`src/psh_pkg.sv`:
```
// Shared constants and state types for the profile setpoint handshake
package psh_pkg;
    // Register byte offsets
    localparam logic [7:0] CTRL_OFS     = 8'h00;
    localparam logic [7:0] TARGET_OFS   = 8'h04;
    localparam logic [7:0] VEL_OFS      = 8'h08;
    localparam logic [7:0] ACC_OFS      = 8'h0C;
    localparam logic [7:0] STATUS_OFS   = 8'h10;
    localparam logic [7:0] ACTUAL_OFS   = 8'h14;
    localparam logic [7:0] IRQ_STAT_OFS = 8'h18;
    localparam logic [7:0] IRQ_MASK_OFS = 8'h1C;
    // Control word bit positions
    localparam int CTRL_NEW_SP_BIT  = 4;
    localparam int CTRL_CHAIN_BIT   = 5;
    localparam int CTRL_REL_BIT     = 6;
    localparam int CTRL_SINE_BIT    = 8;
    localparam int CTRL_W           = 16;
    // Status word bit positions
    localparam int STAT_BUSY_BIT    = 0;
    localparam int STAT_PEND_BIT    = 1;
    localparam int STAT_ARRIVED_BIT = 10;
    localparam int STAT_ACK_BIT     = 12;
    // Interrupt bits
    localparam int IRQ_TAKEN_BIT    = 0;
    localparam int IRQ_ARRIVED_BIT  = 1;
    localparam int IRQ_IGNORED_BIT  = 2;
    localparam int IRQ_W            = 3;
    // Reset values
    localparam logic [31:0] VEL_RST = 32'h0000000A;
    localparam logic [31:0] ACC_RST = 32'h00000000;
    // Bus responses
    localparam logic [1:0] RESP_OKAY   = 2'h0;
    localparam logic [1:0] RESP_SLVERR = 2'h2;

    // Bus slave state
    typedef struct packed {
        logic        aw_have;
        logic [7:0]  awaddr;
        logic        w_have;
        logic [31:0] wdata;
        logic [3:0]  wstrb;
        logic        bvalid;
        logic [1:0]  bresp;
        logic        rvalid;
        logic [31:0] rdata;
        logic [1:0]  rresp;
    } psh_axil_s;

    // Ramp generator state
    typedef struct packed {
        logic signed [31:0] pos;
        logic [31:0]        speed;
        logic [31:0]        rdist;
    } psh_ramp_s;

    // Top-level state
    typedef struct packed {
        logic [CTRL_W-1:0] ctrl;
        logic [31:0]       target;
        logic [31:0]       vel;
        logic [31:0]       acc;
        logic [IRQ_W-1:0]  irq_stat;
        logic [IRQ_W-1:0]  irq_mask;
        logic              req_prev;
        logic              ack;
        logic              pend_edge;
        logic [31:0]       goal;
        logic [31:0]       last_goal;
        logic [31:0]       next_goal;
        logic              next_valid;
        logic              moving;
        logic              reached;
        logic              chain_lat;
    } psh_top_s;
endpackage

```
`src/psh_axil_slave.sv`:
```
// AXI4-Lite slave front end: one write and one read at a time
`timescale 1ns/1ps
module psh_axil_slave (
    input  wire logic        aclk,     // System clock
    input  wire logic        aresetn,  // Sync reset, active low
    input  wire logic        ce,       // Clock enable
    input  wire logic [7:0]  awaddr,   // Write address
    input  wire logic        awvalid,  // Write address valid
    output logic             awready,  // Write address ready
    input  wire logic [31:0] wdata,    // Write data
    input  wire logic [3:0]  wstrb,    // Byte strobes
    input  wire logic        wvalid,   // Write data valid
    output logic             wready,   // Write data ready
    output logic [1:0]       bresp,    // Write response
    output logic             bvalid,   // Write response valid
    input  wire logic        bready,   // Write response ready
    input  wire logic [7:0]  araddr,   // Read address
    input  wire logic        arvalid,  // Read address valid
    output logic             arready,  // Read address ready
    output logic [31:0]      rdata,    // Read data
    output logic [1:0]       rresp,    // Read response
    output logic             rvalid,   // Read valid
    input  wire logic        rready,   // Read ready
    output logic             wr_en,    // Register write pulse
    output logic [7:0]       wr_addr,  // Register write address
    output logic [31:0]      wr_data,  // Register write data
    output logic [3:0]       wr_strb,  // Register write strobes
    input  wire logic        wr_err,   // Write address unmapped or read only
    input  wire logic [31:0] rd_data,  // Read data for araddr
    input  wire logic        rd_err    // Read address unmapped
);
    psh_pkg::psh_axil_s r_reg, r_next;

    // Ready terms stall while a response is still owed
    assign awready = ce && !r_reg.aw_have && !r_reg.bvalid;
    assign wready  = ce && !r_reg.w_have && !r_reg.bvalid;
    assign arready = ce && !r_reg.rvalid;
    assign wr_en   = ce && r_reg.aw_have && r_reg.w_have && !r_reg.bvalid;
    assign wr_addr = r_reg.awaddr;
    assign wr_data = r_reg.wdata;
    assign wr_strb = r_reg.wstrb;
    assign bvalid  = r_reg.bvalid;
    assign bresp   = r_reg.bresp;
    assign rvalid  = r_reg.rvalid;
    assign rdata   = r_reg.rdata;
    assign rresp   = r_reg.rresp;

    // Channel capture and response generation
    always_comb begin
        r_next = r_reg;
        if (awvalid && awready) begin
            r_next.aw_have = 1'b1;
            r_next.awaddr  = awaddr;
        end
        if (wvalid && wready) begin
            r_next.w_have = 1'b1;
            r_next.wdata  = wdata;
            r_next.wstrb  = wstrb;
        end
        if (wr_en) begin
            r_next.aw_have = 1'b0;
            r_next.w_have  = 1'b0;
            r_next.bvalid  = 1'b1;
            r_next.bresp   = wr_err ? psh_pkg::RESP_SLVERR
                                    : psh_pkg::RESP_OKAY;
        end
        if (ce && r_reg.bvalid && bready) begin
            r_next.bvalid = 1'b0;
        end
        if (arvalid && arready) begin
            r_next.rvalid = 1'b1;
            r_next.rdata  = rd_data;
            r_next.rresp  = rd_err ? psh_pkg::RESP_SLVERR
                                   : psh_pkg::RESP_OKAY;
        end
        if (ce && r_reg.rvalid && rready) begin
            r_next.rvalid = 1'b0;
        end
    end

    // State register
    always_ff @(posedge aclk) begin
        if (!aresetn) begin
            r_reg <= '0;
        end else begin
            r_reg <= r_next;
        end
    end
endmodule

```
`src/psh_ramp.sv`:
```
// Trapezoidal position ramp with optional speed hold at the goal
`timescale 1ns/1ps
module psh_ramp (
    input  wire logic        aclk,     // System clock
    input  wire logic        aresetn,  // Sync reset, active low
    input  wire logic        ce,       // Clock enable
    input  wire logic        active,   // Move in progress
    input  wire logic        keep,     // Hold speed through the goal
    input  wire logic [31:0] goal,     // Absolute goal position
    input  wire logic [31:0] vmax,     // Profile speed per tick
    input  wire logic [31:0] acc,      // Speed change per tick
    output logic             arrive,   // Goal reached this tick
    output logic [31:0]      pos,      // Actual position
    output logic [31:0]      speed     // Actual speed magnitude
);
    psh_pkg::psh_ramp_s r_reg, r_next;
    logic signed [32:0] diff;
    logic [32:0]        mag;
    logic [31:0]        step;

    assign diff   = $signed({goal[31], goal}) -
                    $signed({r_reg.pos[31], r_reg.pos});
    assign mag    = diff[32] ? 33'(-diff) : 33'(diff);
    assign step   = (acc == 32'h00000000) ? 32'h00000001 : acc;
    assign arrive = ce && active && (mag <= {1'b0, r_reg.speed});
    assign pos    = r_reg.pos;
    assign speed  = r_reg.speed;

    // Braking starts once the rest fits in the distance spent accelerating
    always_comb begin
        r_next = r_reg;
        if (ce && active) begin
            if (arrive) begin
                r_next.pos = goal;
                if (!keep) begin
                    r_next.speed = 32'h00000000;
                    r_next.rdist = 32'h00000000;
                end
            end else begin
                if (!keep && mag <= 33'(r_reg.rdist) + 33'(r_reg.speed)) begin
                    r_next.speed = (r_reg.speed > step) ?
                        r_reg.speed - step : 32'h00000001;
                    r_next.rdist = (r_reg.rdist > r_reg.speed) ?
                        r_reg.rdist - r_reg.speed : 32'h00000000;
                end else if (r_reg.speed < vmax) begin
                    r_next.speed = (vmax - r_reg.speed > step) ?
                        r_reg.speed + step : vmax;
                    r_next.rdist = r_reg.rdist + r_next.speed;
                end
                r_next.pos = diff[32] ? r_reg.pos - $signed(r_next.speed)
                                      : r_reg.pos + $signed(r_next.speed);
            end
        end
    end

    // State register
    always_ff @(posedge aclk) begin
        if (!aresetn) begin
            r_reg <= '0;
        end else begin
            r_reg <= r_next;
        end
    end
endmodule

```
`src/psh_top.sv`:
```
// Profile position setpoint intake, handshake and sequencing
// Behaviour
// [RQ1] Chain select low at move start means single goals, high means chained.
// [RQ2] With chain select low, one goal is run at a time, then a stop.
// [RQ3] Host writes the target first, then raises the new-setpoint bit.
// [RQ4] Once the setpoint is buffered, the acknowledge status bit goes high.
// [RQ5] Host drops the new-setpoint bit after seeing the acknowledge.
// [RQ6] After the host drops its request, the acknowledge falls again.
// [RQ7] Single mode brakes to zero at each goal before the next move.
// [RQ8] Chain mode keeps speed at the goal and runs on to the buffered one.
// [RQ9] Chaining without a stop only applies with trapezoidal ramps.
// [RQ10] A rising edge of the new-setpoint bit offers a new setpoint.
// [RQ11] Host raises the request only while the acknowledge is low.
// [RQ12] A further setpoint may be queued while one is still running.
// [RQ13] Relative bit set: target is added to the last goal.
// [RQ14] Other relative kinds are configured by the host beforehand.
// [RQ15] In single mode the arrived status bit is set at the goal.
// [RQ16] A rising edge while acknowledge is high is dropped, nothing stored.
`timescale 1ns/1ps
module psh_top (
    input  wire logic        aclk,     // System clock, 200 MHz
    input  wire logic        aresetn,  // Sync reset, active low
    input  wire logic        ce,       // Clock enable, freezes all state
    input  wire logic [7:0]  awaddr,   // Write address
    input  wire logic        awvalid,  // Write address valid
    output logic             awready,  // Write address ready
    input  wire logic [31:0] wdata,    // Write data
    input  wire logic [3:0]  wstrb,    // Byte strobes
    input  wire logic        wvalid,   // Write data valid
    output logic             wready,   // Write data ready
    output logic [1:0]       bresp,    // Write response
    output logic             bvalid,   // Write response valid
    input  wire logic        bready,   // Write response ready
    input  wire logic [7:0]  araddr,   // Read address
    input  wire logic        arvalid,  // Read address valid
    output logic             arready,  // Read address ready
    output logic [31:0]      rdata,    // Read data
    output logic [1:0]       rresp,    // Read response
    output logic             rvalid,   // Read valid
    input  wire logic        rready,   // Read ready
    output logic             irq,      // Level interrupt, active high
    output logic [31:0]      act_pos,  // Actual position
    output logic [31:0]      act_speed // Actual speed magnitude
);
    psh_pkg::psh_top_s r_reg, r_next;

    logic        wr_en;
    logic [7:0]  wr_addr;
    logic [31:0] wr_data;
    logic [3:0]  wr_strb;
    logic        wr_err;
    logic [31:0] rd_data;
    logic        rd_err;
    logic        arrive;
    logic        keep;
    logic        req_lvl;
    logic        req_edge;
    logic        take;
    logic        ignore;
    logic        sine_ramp;
    logic [31:0] new_goal;
    logic [15:0] status_word;
    localparam int IRQ_W_L = psh_pkg::IRQ_W;
    logic [IRQ_W_L-1:0] irq_evt;

    psh_axil_slave u_bus (
        .aclk    (aclk),
        .aresetn (aresetn),
        .ce      (ce),
        .awaddr  (awaddr),
        .awvalid (awvalid),
        .awready (awready),
        .wdata   (wdata),
        .wstrb   (wstrb),
        .wvalid  (wvalid),
        .wready  (wready),
        .bresp   (bresp),
        .bvalid  (bvalid),
        .bready  (bready),
        .araddr  (araddr),
        .arvalid (arvalid),
        .arready (arready),
        .rdata   (rdata),
        .rresp   (rresp),
        .rvalid  (rvalid),
        .rready  (rready),
        .wr_en   (wr_en),
        .wr_addr (wr_addr),
        .wr_data (wr_data),
        .wr_strb (wr_strb),
        .wr_err  (wr_err),
        .rd_data (rd_data),
        .rd_err  (rd_err)
    );

    psh_ramp u_ramp (
        .aclk    (aclk),
        .aresetn (aresetn),
        .ce      (ce),
        .active  (r_reg.moving),
        .keep    (keep),
        .goal    (r_reg.goal),
        .vmax    (r_reg.vel),
        .acc     (r_reg.acc),
        .arrive  (arrive),
        .pos     (act_pos),
        .speed   (act_speed)
    );

    // Handshake decode
    assign req_lvl   = r_reg.ctrl[psh_pkg::CTRL_NEW_SP_BIT];
    assign sine_ramp = r_reg.ctrl[psh_pkg::CTRL_SINE_BIT];
    assign req_edge  = ce && req_lvl && !r_reg.req_prev; // [RQ10]
    // Rising edge seen under a high acknowledge is dropped
    assign ignore    = req_edge && r_reg.ack; // [RQ16]
    // A second pending goal waits until the queue slot frees
    assign take      = ce && req_lvl && !r_reg.ack && !r_reg.next_valid &&
                       ((req_edge && !r_reg.ack) || r_reg.pend_edge);
    // Relative goals stack on the newest accepted goal
    assign new_goal  = r_reg.ctrl[psh_pkg::CTRL_REL_BIT] ?
                       r_reg.last_goal + r_reg.target : r_reg.target; // [RQ13]
    // Hold speed only in chain mode, trapezoid ramps, next goal ready
    assign keep      = r_reg.moving && r_reg.chain_lat && !sine_ramp &&
                       r_reg.next_valid; // [RQ8] [RQ9]

    // Status word
    always_comb begin
        status_word = 16'h0000;
        status_word[psh_pkg::STAT_BUSY_BIT]    = r_reg.moving;
        status_word[psh_pkg::STAT_PEND_BIT]    = r_reg.next_valid;
        status_word[psh_pkg::STAT_ARRIVED_BIT] = r_reg.reached;
        status_word[psh_pkg::STAT_ACK_BIT]     = r_reg.ack;
    end

    // Interrupt events
    always_comb begin
        irq_evt = '0;
        irq_evt[psh_pkg::IRQ_TAKEN_BIT]   = take;
        irq_evt[psh_pkg::IRQ_ARRIVED_BIT] = arrive && !keep;
        irq_evt[psh_pkg::IRQ_IGNORED_BIT] = ignore;
    end
    assign irq = |(r_reg.irq_stat & r_reg.irq_mask);

    // Read mux and address checks
    always_comb begin
        rd_err  = 1'b0;
        rd_data = 32'h00000000;
        unique case (araddr)
            psh_pkg::CTRL_OFS:     rd_data = 32'(r_reg.ctrl);
            psh_pkg::TARGET_OFS:   rd_data = r_reg.target;
            psh_pkg::VEL_OFS:      rd_data = r_reg.vel;
            psh_pkg::ACC_OFS:      rd_data = r_reg.acc;
            psh_pkg::STATUS_OFS:   rd_data = 32'(status_word);
            psh_pkg::ACTUAL_OFS:   rd_data = act_pos;
            psh_pkg::IRQ_STAT_OFS: rd_data = 32'(r_reg.irq_stat);
            psh_pkg::IRQ_MASK_OFS: rd_data = 32'(r_reg.irq_mask);
            default:               rd_err  = 1'b1;
        endcase
    end
    // Status and actual position are read only, writes refused
    assign wr_err = !(wr_addr == psh_pkg::CTRL_OFS ||
                      wr_addr == psh_pkg::TARGET_OFS ||
                      wr_addr == psh_pkg::VEL_OFS ||
                      wr_addr == psh_pkg::ACC_OFS ||
                      wr_addr == psh_pkg::IRQ_STAT_OFS ||
                      wr_addr == psh_pkg::IRQ_MASK_OFS);

    // Register writes, handshake and goal sequencing
    always_comb begin
        r_next = r_reg;
        if (ce) begin
            r_next.req_prev = req_lvl;
            if (wr_en) begin
                for (int b = 0; b < 4; b++) begin
                    if (wr_strb[b]) begin
                        unique case (wr_addr)
                            psh_pkg::CTRL_OFS: begin
                                if (b < 2) begin
                                    r_next.ctrl[b*8 +: 8] = wr_data[b*8 +: 8];
                                end
                            end
                            psh_pkg::TARGET_OFS:
                                r_next.target[b*8 +: 8] = wr_data[b*8 +: 8];
                            psh_pkg::VEL_OFS:
                                r_next.vel[b*8 +: 8] = wr_data[b*8 +: 8];
                            psh_pkg::ACC_OFS:
                                r_next.acc[b*8 +: 8] = wr_data[b*8 +: 8];
                            psh_pkg::IRQ_MASK_OFS: begin
                                if (b == 0) begin
                                    r_next.irq_mask = wr_data[IRQ_W_L-1:0];
                                end
                            end
                            default: ;
                        endcase
                    end
                end
            end
            // Write one clears, a new event in the same cycle wins
            if (wr_en && wr_addr == psh_pkg::IRQ_STAT_OFS && wr_strb[0]) begin
                r_next.irq_stat = r_reg.irq_stat & ~wr_data[IRQ_W_L-1:0];
            end
            r_next.irq_stat = r_next.irq_stat | irq_evt;
            // Edge seen while queue full is held until the slot frees or the request drops
            if (req_edge && !r_reg.ack && r_reg.next_valid) begin
                r_next.pend_edge = 1'b1;
            end
            if (take || !req_lvl) begin
                r_next.pend_edge = 1'b0;
            end
            // Acknowledge falls once the host has let go
            if (r_reg.ack && !req_lvl) begin
                r_next.ack = 1'b0; // [RQ6]
            end
            // Goal reached
            if (arrive) begin
                if (keep) begin
                    r_next.goal       = r_reg.next_goal; // [RQ8]
                    r_next.next_valid = 1'b0;
                end else begin
                    r_next.moving  = 1'b0; // [RQ7]
                    r_next.reached = 1'b1; // [RQ15]
                end
            end else if (!r_reg.moving && r_reg.next_valid) begin
                // Without a chained hold, a queued goal starts from standstill
                r_next.goal       = r_reg.next_goal; // [RQ7]
                r_next.next_valid = 1'b0;
                r_next.moving     = 1'b1;
                r_next.reached    = 1'b0;
                r_next.chain_lat  = r_reg.ctrl[psh_pkg::CTRL_CHAIN_BIT];
            end
            // Accept and buffer a new setpoint
            if (take) begin
                r_next.ack       = 1'b1; // [RQ4]
                r_next.last_goal = new_goal;
                if (!r_reg.moving && !r_reg.next_valid) begin
                    r_next.goal      = new_goal;
                    r_next.moving    = 1'b1;
                    r_next.reached   = 1'b0;
                    // Mode follows the chain bit as the run begins
                    r_next.chain_lat =
                        r_reg.ctrl[psh_pkg::CTRL_CHAIN_BIT]; // [RQ1] [RQ2]
                end else begin
                    r_next.next_goal  = new_goal; // [RQ12]
                    r_next.next_valid = 1'b1;
                end
            end
        end
    end

    // State register
    always_ff @(posedge aclk) begin
        if (!aresetn) begin
            r_reg          <= '0;
            r_reg.vel      <= psh_pkg::VEL_RST;
            r_reg.acc      <= psh_pkg::ACC_RST;
        end else begin
            r_reg <= r_next;
        end
    end
endmodule

```
`config.mk`:
```
export PLATFORM = sky130hd
export DESIGN_NAME = psh_top
export DESIGN_NICKNAME = d
export VERILOG_FILES = /design/src/psh_pkg.sv /design/src/psh_axil_slave.sv /design/src/psh_ramp.sv /design/src/psh_top.sv
export SDC_FILE = /design/constraint.sdc
export NUM_CORES = 2
export LEC_CHECK = 0
export BUFFER_PORTS_ARGS = -buffer_cell sky130_fd_sc_hd__buf_2
export CORE_ASPECT_RATIO = 1.25
export CORE_MARGIN = 10
export CORE_UTILIZATION = 27
export DETAILED_ROUTE_END_ITERATION = 8
export HOLD_SLACK_MARGIN = 0.08
export PLACE_DENSITY = 0.49
export SLEW_MARGIN = 10
export SYNTH_ARGS = -nofsm -noshare
export SYNTH_HDL_FRONTEND = slang
export SYNTH_SLANG_ARGS = --single-unit
```
`constraint.sdc`:
```
create_clock -name aclk -period 12.1 [get_ports aclk]
set_input_delay 2.42 -clock aclk [delete_from_list [all_inputs] [get_ports aclk]]
set_output_delay 2.42 -clock aclk [all_outputs]
set_load 0.005 [all_outputs]
```
# Word level (Yosys, flattened, before mapping)
# Index checks and enable logic that the tools add are counted.
totals:
  regBits: 401
  inputBits: 60
  out_inout_bits: 106
  word_cells: 194
op_classes:
  add_sub_neg: 11
  magnitude_cmp: 6
  eq_ne: 14
  muxes: 34
  bitwise: 6
  reduce_logical: 84
op_table:
  columns: ["cell", "count"]
  rows:
  - ["$mux 32", 10]
  - ["$mux 64", 5]
  - ["$pmux 32 s8", 1]
  - ["$add 32x32->32", 4]
  - ["$sub 32x32->32", 4]
  - ["$mux 100", 1]
  - ["$gt 32x32->1", 3]
  - ["$mux 96", 1]
  - ["$mux 33", 2]
  - ["$reduce_and 4->1", 15]
  - ["$eq 8x5->1 const B", 6]
  - ["$logic_and 1x1->1", 35]
  - ["$add 32x32->33", 1]
  - ["$le 33x32->1", 1]
  - ["$le 33x33->1", 1]
  - ["$neg 33->33", 1]
  - ["$sub 32x32->33", 1]
  - ["$eq 8x4->1 const B", 4]
  - ["$logic_not 32->1", 1]
  - ["$lt 32x32->1", 1]
  - ["$eq 8x3->1 const B", 2]
  - ["$logic_not 8->1", 2]
  - ["$mux 3", 4]
  - ["$logic_not 1->1", 11]
  - ["other kinds (16)", 38]

# Logic depth before layout (Yosys ltp)
depth:
  word_depth: 12
  mapped_depth: 46
  depth_no_buf: 44

# Hierarchy
# From an unflattened synthesis, not the netlist that was laid out.
hier_totals:
  cells_unflattened: 4955
  hier_area_um2: 37659.9
by_module_without_submodules:
  columns: ["module", "instances", "cells_per_inst", "area_per_inst_um2", "seq_area_each_um2"]
  rows:
  - ["psh_ramp", 1, 3231, 22694.3, 1921.8]
  - ["psh_top", 1, 1285, 11030.6, 4424.2]
  - ["psh_axil_slave", 1, 439, 3935.0, 1641.6]

# Worst setup path after synthesis
# OpenSTA, ideal clock, no wires.
synth_timing:
  path_type: "register to register"
  from: "register u_ramp.r_reg (netlist bit u_ramp.pos[1])"
  to: "register u_ramp.r_reg (netlist bit u_ramp.pos[31])"
  setup_time_ps: 87
  arrival_time_ps: 9312
  required_time_ps: 12013
  path_slack_ps: 2701
  path_stages_with_launch: 42
  path_buffers: 3
  period_less_slack_ps: 9399
  cell_sequence: "dfxtp_1 inv_1 ha_1 nor2b_1 o21a_1 or2_1 or4_4 a221oi_1 or4b_2 nor4b_1 nand4_1 nor2_1 nand2_1 o21ai_0 xnor2_1 ha_1 and4_1 nand4_1 [6 not listed] nand2_1 nand2_1 xnor2_1 ha_1 o21a_1 o31a_1 o211ai_1 a2111oi_0 o2111ai_1 a41oi_1 o22ai_1 o21ai_0 nand2b_1 nand2_1 a21o_1 a21oi_1 xnor3_1 o31ai_1"
synth_between:
  elab_chain_len: 11
  word_cells_on_any_way: 14
  classes_between: "add/sub: 4; order compare: 2; mux: 6; reduce/logical: 2"
synth_lines:
  columns: ["element", "line_no", "text"]
  rows:
  - ["start, declared", "psh_ramp.sv:16", "psh_pkg::psh_ramp_s r_reg, r_next;"]
  - ["start signal, assigned", "psh_ramp.sv:61", "r_reg <= r_next;"]
  - ["$sub 32x32->33", "psh_ramp.sv:21", "assign diff = $signed({goal[31], goal}) -"]
  - ["$neg 33->33", "psh_ramp.sv:23", "assign mag = diff[32] ? 33'(-diff) : 33'(diff);"]
  - ["$mux 33", "psh_ramp.sv:23", null]
  - ["$le 33x33->1", "psh_ramp.sv:40", "if (!keep && mag <= 33'(r_reg.rdist) + 33'(r_reg.speed)) begin"]
  - ["$logic_and 1x1->1", "psh_ramp.sv:40", null]
  - ["$mux 64", "psh_ramp.sv:40", null]
  - ["$mux 64", "psh_ramp.sv:33", "if (arrive) begin"]
  - ["$mux 64", "psh_ramp.sv:32", "if (ce && active) begin"]
  - ["$add 32x32->32 or $sub 32x32->32 (tied branches)", "psh_ramp.sv:51, psh_ramp.sv:50", null]
  - ["$mux 32", "psh_ramp.sv:50", "r_next.pos = diff[32] ? r_reg.pos - $signed(r_next.speed)"]
  - ["$mux 96 (*)", "psh_ramp.sv:33", null]
# Every way passes the cells marked *; elsewhere a longest branch is shown, timed or not. The select of a mux whose other input is x is not followed.
# A chain may end at the register's enable or synchronous reset.

# Worst setup path after layout
layout_timing:
  from: "register u_ramp.r_reg (netlist bit u_ramp.pos[0])"
  to: "register u_ramp.r_reg (netlist bit u_ramp.pos[31])"
# The elaborated chain is that of the path after synthesis.

==> key figures <==
Final layout
  • Largest register FFs: 221
  • Layout cells sized above 1: 10.16%
  • Commonest non-fill, non-tap cell in the layout: nor2_1
  • Final #Nets: 4,967
  • Area grow syn2layout: 10.37%
  • Layout Cells excl Fill: 6,275
  • Most frequent cells in the layout: nor2_1 (498), a21oi_1 (458), dfxtp_1 (398)

Pwr
  • Sequential share of power: 45.0%
  • Net load switching power: 0.7499 mW
  • Maximum VDD drop: 0.08729 mV
  • Int Pwr: 2.214 mW
  • PnR Total Power: 2.964 mW
  • Combinational share of power: 3.0%
  • Leak: 16.47 nW
  • P per Cell Area: 75.84 mW/mm2
  • Sw Share: 25.30%
  • Clock share of power: 52.0%

Floorplan
  • Starting Density: 27.20%
  • Top Ports: 166
  • Die Height: 424.9 um
  • Core Box Area: 0.1302 mm2
  • Die X: 343.9 um
  • Num rows: 148
  • Area of the die: 0.1461 mm2

Clock tree
  • CTS tree: yes
  • Clk root buf: clkbuf_16
  • Setup Buffers After CTS: 0
  • Clock Latency Late Sink: 0.64 ns
  • Hold_buf cts: 0
  • TritonCTS buffer count: 47
  • CTS Buffer Depth: 3
  • CTS Sinks: 399
  • H-tree depth: 2
  • Clock-pin slew on the worst setup and hold paths: 0.06 ns

Run
  • MaxCap Viol Count: 0

Critical path
  • Crit path launch type: register
  • Crit-path max FO: 20
  • Crit-path max cell delay: 0.64 ns
  • WP buf/inv: 5
  • CP max stage cell: a2bb2oi_2
  • CP Capture Type: register
  • Largest delay contributor family on the critical path: compound AO/OA/AOI/OAI gates
  • Crit path kind: register to register
  • Crit path DAT: 11.84 ns
  • Worst EP required: 12.64 ns

Place
  • Gp weighted congestion: 0.9518
  • Hpwl dp: 118.6 mm
  • Placed Cells incl. Taps: 6,190
  • Port bufs: 163

Timing
  • Minimum clock period: 11.30 ns
  • Worst slew margin: 22.49%
  • Final period utilization: 93.41%
  • Setup TNS: 0 ns
  • Highest Clock Rate: 88.48 MHz
  • Setup-failing EPs final: 0
  • Final hold vios: 0
  • RSZ-0062 raised after global routing: false
  • Final Skew: 0.03946 ns
  • Slew Viols, Final: 0
  • Worst slew pin tran: 1.158 ns

Yosys
  • Post-synth EDFFs: 0
  • Avg Inst Size Synth: 7.776 um2
  • Asr flop ratio synth: 0%
  • Netlist cell types: 105
  • Ys flop type: dfxtp_1
  • Yosys warning count: 0
  • Yosys reg bits: 399
  • Cell area after synthesis: 0.03541 mm2
  • Synth Instances: 4,553
  • Sequential fraction of the synthesis area: 22.56%

Global route
  • Vias in the first global route: 33.26k
  • Total Routing Usage GR: 19.46%
  • Grt ovf: 0
  • Initial antenna violation count: 1
  • Pin count of the biggest net entering global routing: 164
  • Global-route wire length before repair: 217.1 mm

Route
  • Vias: 34.10k
  • Detail Route Antenna Nets: 0
  • First-pass DRT Iterations: 6
  • Drt wl/cell: 23.63 um
  • 1st-iter DRT viols: 2,632
  • Drt drc: 0
  • Total Wirelength: 148.3 mm
  • Mean number of vias per cell: 5.433

Status
  • Status: finished clean

Min path
  • Worst min path class: register to register
[stage by stage]
| step | hold WS [ns] | cell area [um2] | setup slack (ns) | util [%] |
|---|---|---|---|---|
| floorplan | 0.4234 | 35410 | 2.701 | - |
| global placement | 0.4428 | 37450 | 0.7394 | 28.77 |
| detailed placement | 0.4470 | 37450 | 0.6815 | 28.77 |
| CTS | 0.4556 | 39070 | 0.6768 | 30.01 |
| global route | 0.4685 | 39070 | 0.05238 | 30.01 |
| finish | 0.4555 | 39080 | 0.7979 | 30.02 |
[layout make-up]
type,count,area (um2)
Inverter,252,953.4
Tap cell,1725,2158
Antenna cell,2,5.005
Multi-Input combinational cell,3567,24900
Timing Repair Buffer,247,1459
Clock buffer,54,1232
Sequential cell,399,7989
Fill cell,14072,91100
Clock inverter,29,382.9
[worst min-delay path, cell delays in order (launching register included)]
cell and delay [ns]:
dfxtp_1 0.31, nand2_1 0.05, a21oi_1 0.05
[cells by family (layout without fill, tap and decap cells)]
family / after synthesis / count (layout) / share of synthesized area (%)
mux: 160 / 160 / 4.566
simple gates: 1322 / 1322 / 17.53
buf+inv: 588 / 582 / 7.439
xor+xnor: 278 / 278 / 6.916
fa+ha+maj: 393 / 393 / 14.08
other cells: 1 / 4 / 0.01059
flops: 399 / 399 / 22.56
compound gates: 1412 / 1412 / 26.90
[cells in the mapped netlist (20+ instances only)]
| library cell | n | area share (%) |
|---|---|---|
| a211oi_1 | 83 | 1.8 |
| a21o_1 | 87 | 1.8 |
| a21oi_1 | 459 | 6.5 |
| a221o_1 | 20 | 0.57 |
| a22oi_1 | 109 | 2.3 |
| a31oi_1 | 50 | 0.88 |
| and2_1 | 31 | 0.55 |
| and3_1 | 33 | 0.58 |
| buf_4 | 101 | 2.1 |
| clkbuf_1 | 205 | 2.2 |
| dfxtp_1 | 399 | 23 |
| ha_1 | 384 | 14 |
| inv_1 | 250 | 2.7 |
| mux2i_1 | 148 | 4.2 |
| nand2_1 | 318 | 3.4 |
| nand2b_1 | 36 | 0.64 |
| nand3_1 | 74 | 1.0 |
| nand4_1 | 52 | 0.92 |
| nor2_1 | 501 | 5.3 |
| nor2b_1 | 37 | 0.65 |
| nor3_1 | 90 | 1.3 |
| nor4_1 | 33 | 0.58 |
| o211ai_1 | 31 | 0.66 |
| o21a_1 | 48 | 1.0 |
| o21ai_0 | 202 | 2.9 |
| o21bai_1 | 37 | 0.78 |
| o221a_2 | 24 | 0.76 |
| o2bb2ai_2 | 28 | 1.2 |
| o31ai_1 | 35 | 0.74 |
| or3_1 | 31 | 0.55 |
| xnor2_1 | 183 | 4.5 |
| xor2_1 | 94 | 2.3 |
[power by group through the flow]
stage | logic [mW] | registers, mW | clock network, mW
final | 0.0879 | 1.33 | 1.54
after global routing | 0.0969 | 1.33 | 1.63
after CTS | 0.0899 | 1.33 | 1.58
after detailed placement | 0.0897 | 1.36 | 0
after global placement | 0.0893 | 1.36 | 0
after floorplan | 0.0531 | 1.36 | 0
[worst paths after layout]
kind	start	end	slack, ns	cells past startpoint
worst max register to register	u_ramp.pos[0]	u_ramp.pos[31]	0.80	43
worst max-delay path	u_ramp.pos[0]	u_ramp.pos[31]	0.80	43
worst min-delay path	u_bus.wr_addr[7]	u_bus.wr_addr[7]	0.46	2
worst min register to register	u_bus.wr_addr[7]	u_bus.wr_addr[7]	0.46	2
[repair_timing]
| item | in CTS | in global routing |
|---|---|---|
| endpoints found under the setup margin | 0 | 8 |
| gates resized for setup | 0 | 5 |
| hold endpoints to repair | 0 | 0 |
[per-layer routing]
layer  global-route usage (%)  up-vias  routed length (um)  share of wire (%)
met5                        0        -                   0                  0
met4                    7.606        0                6579                4.4
met3                    1.758      218                6826                4.6
met2                    33.78     1010               71050                 48
met1                    24.59    16500               63850                 43
li1                         -    16367                   -                  -
Note: power is estimated with default switching activity, not from simulation.
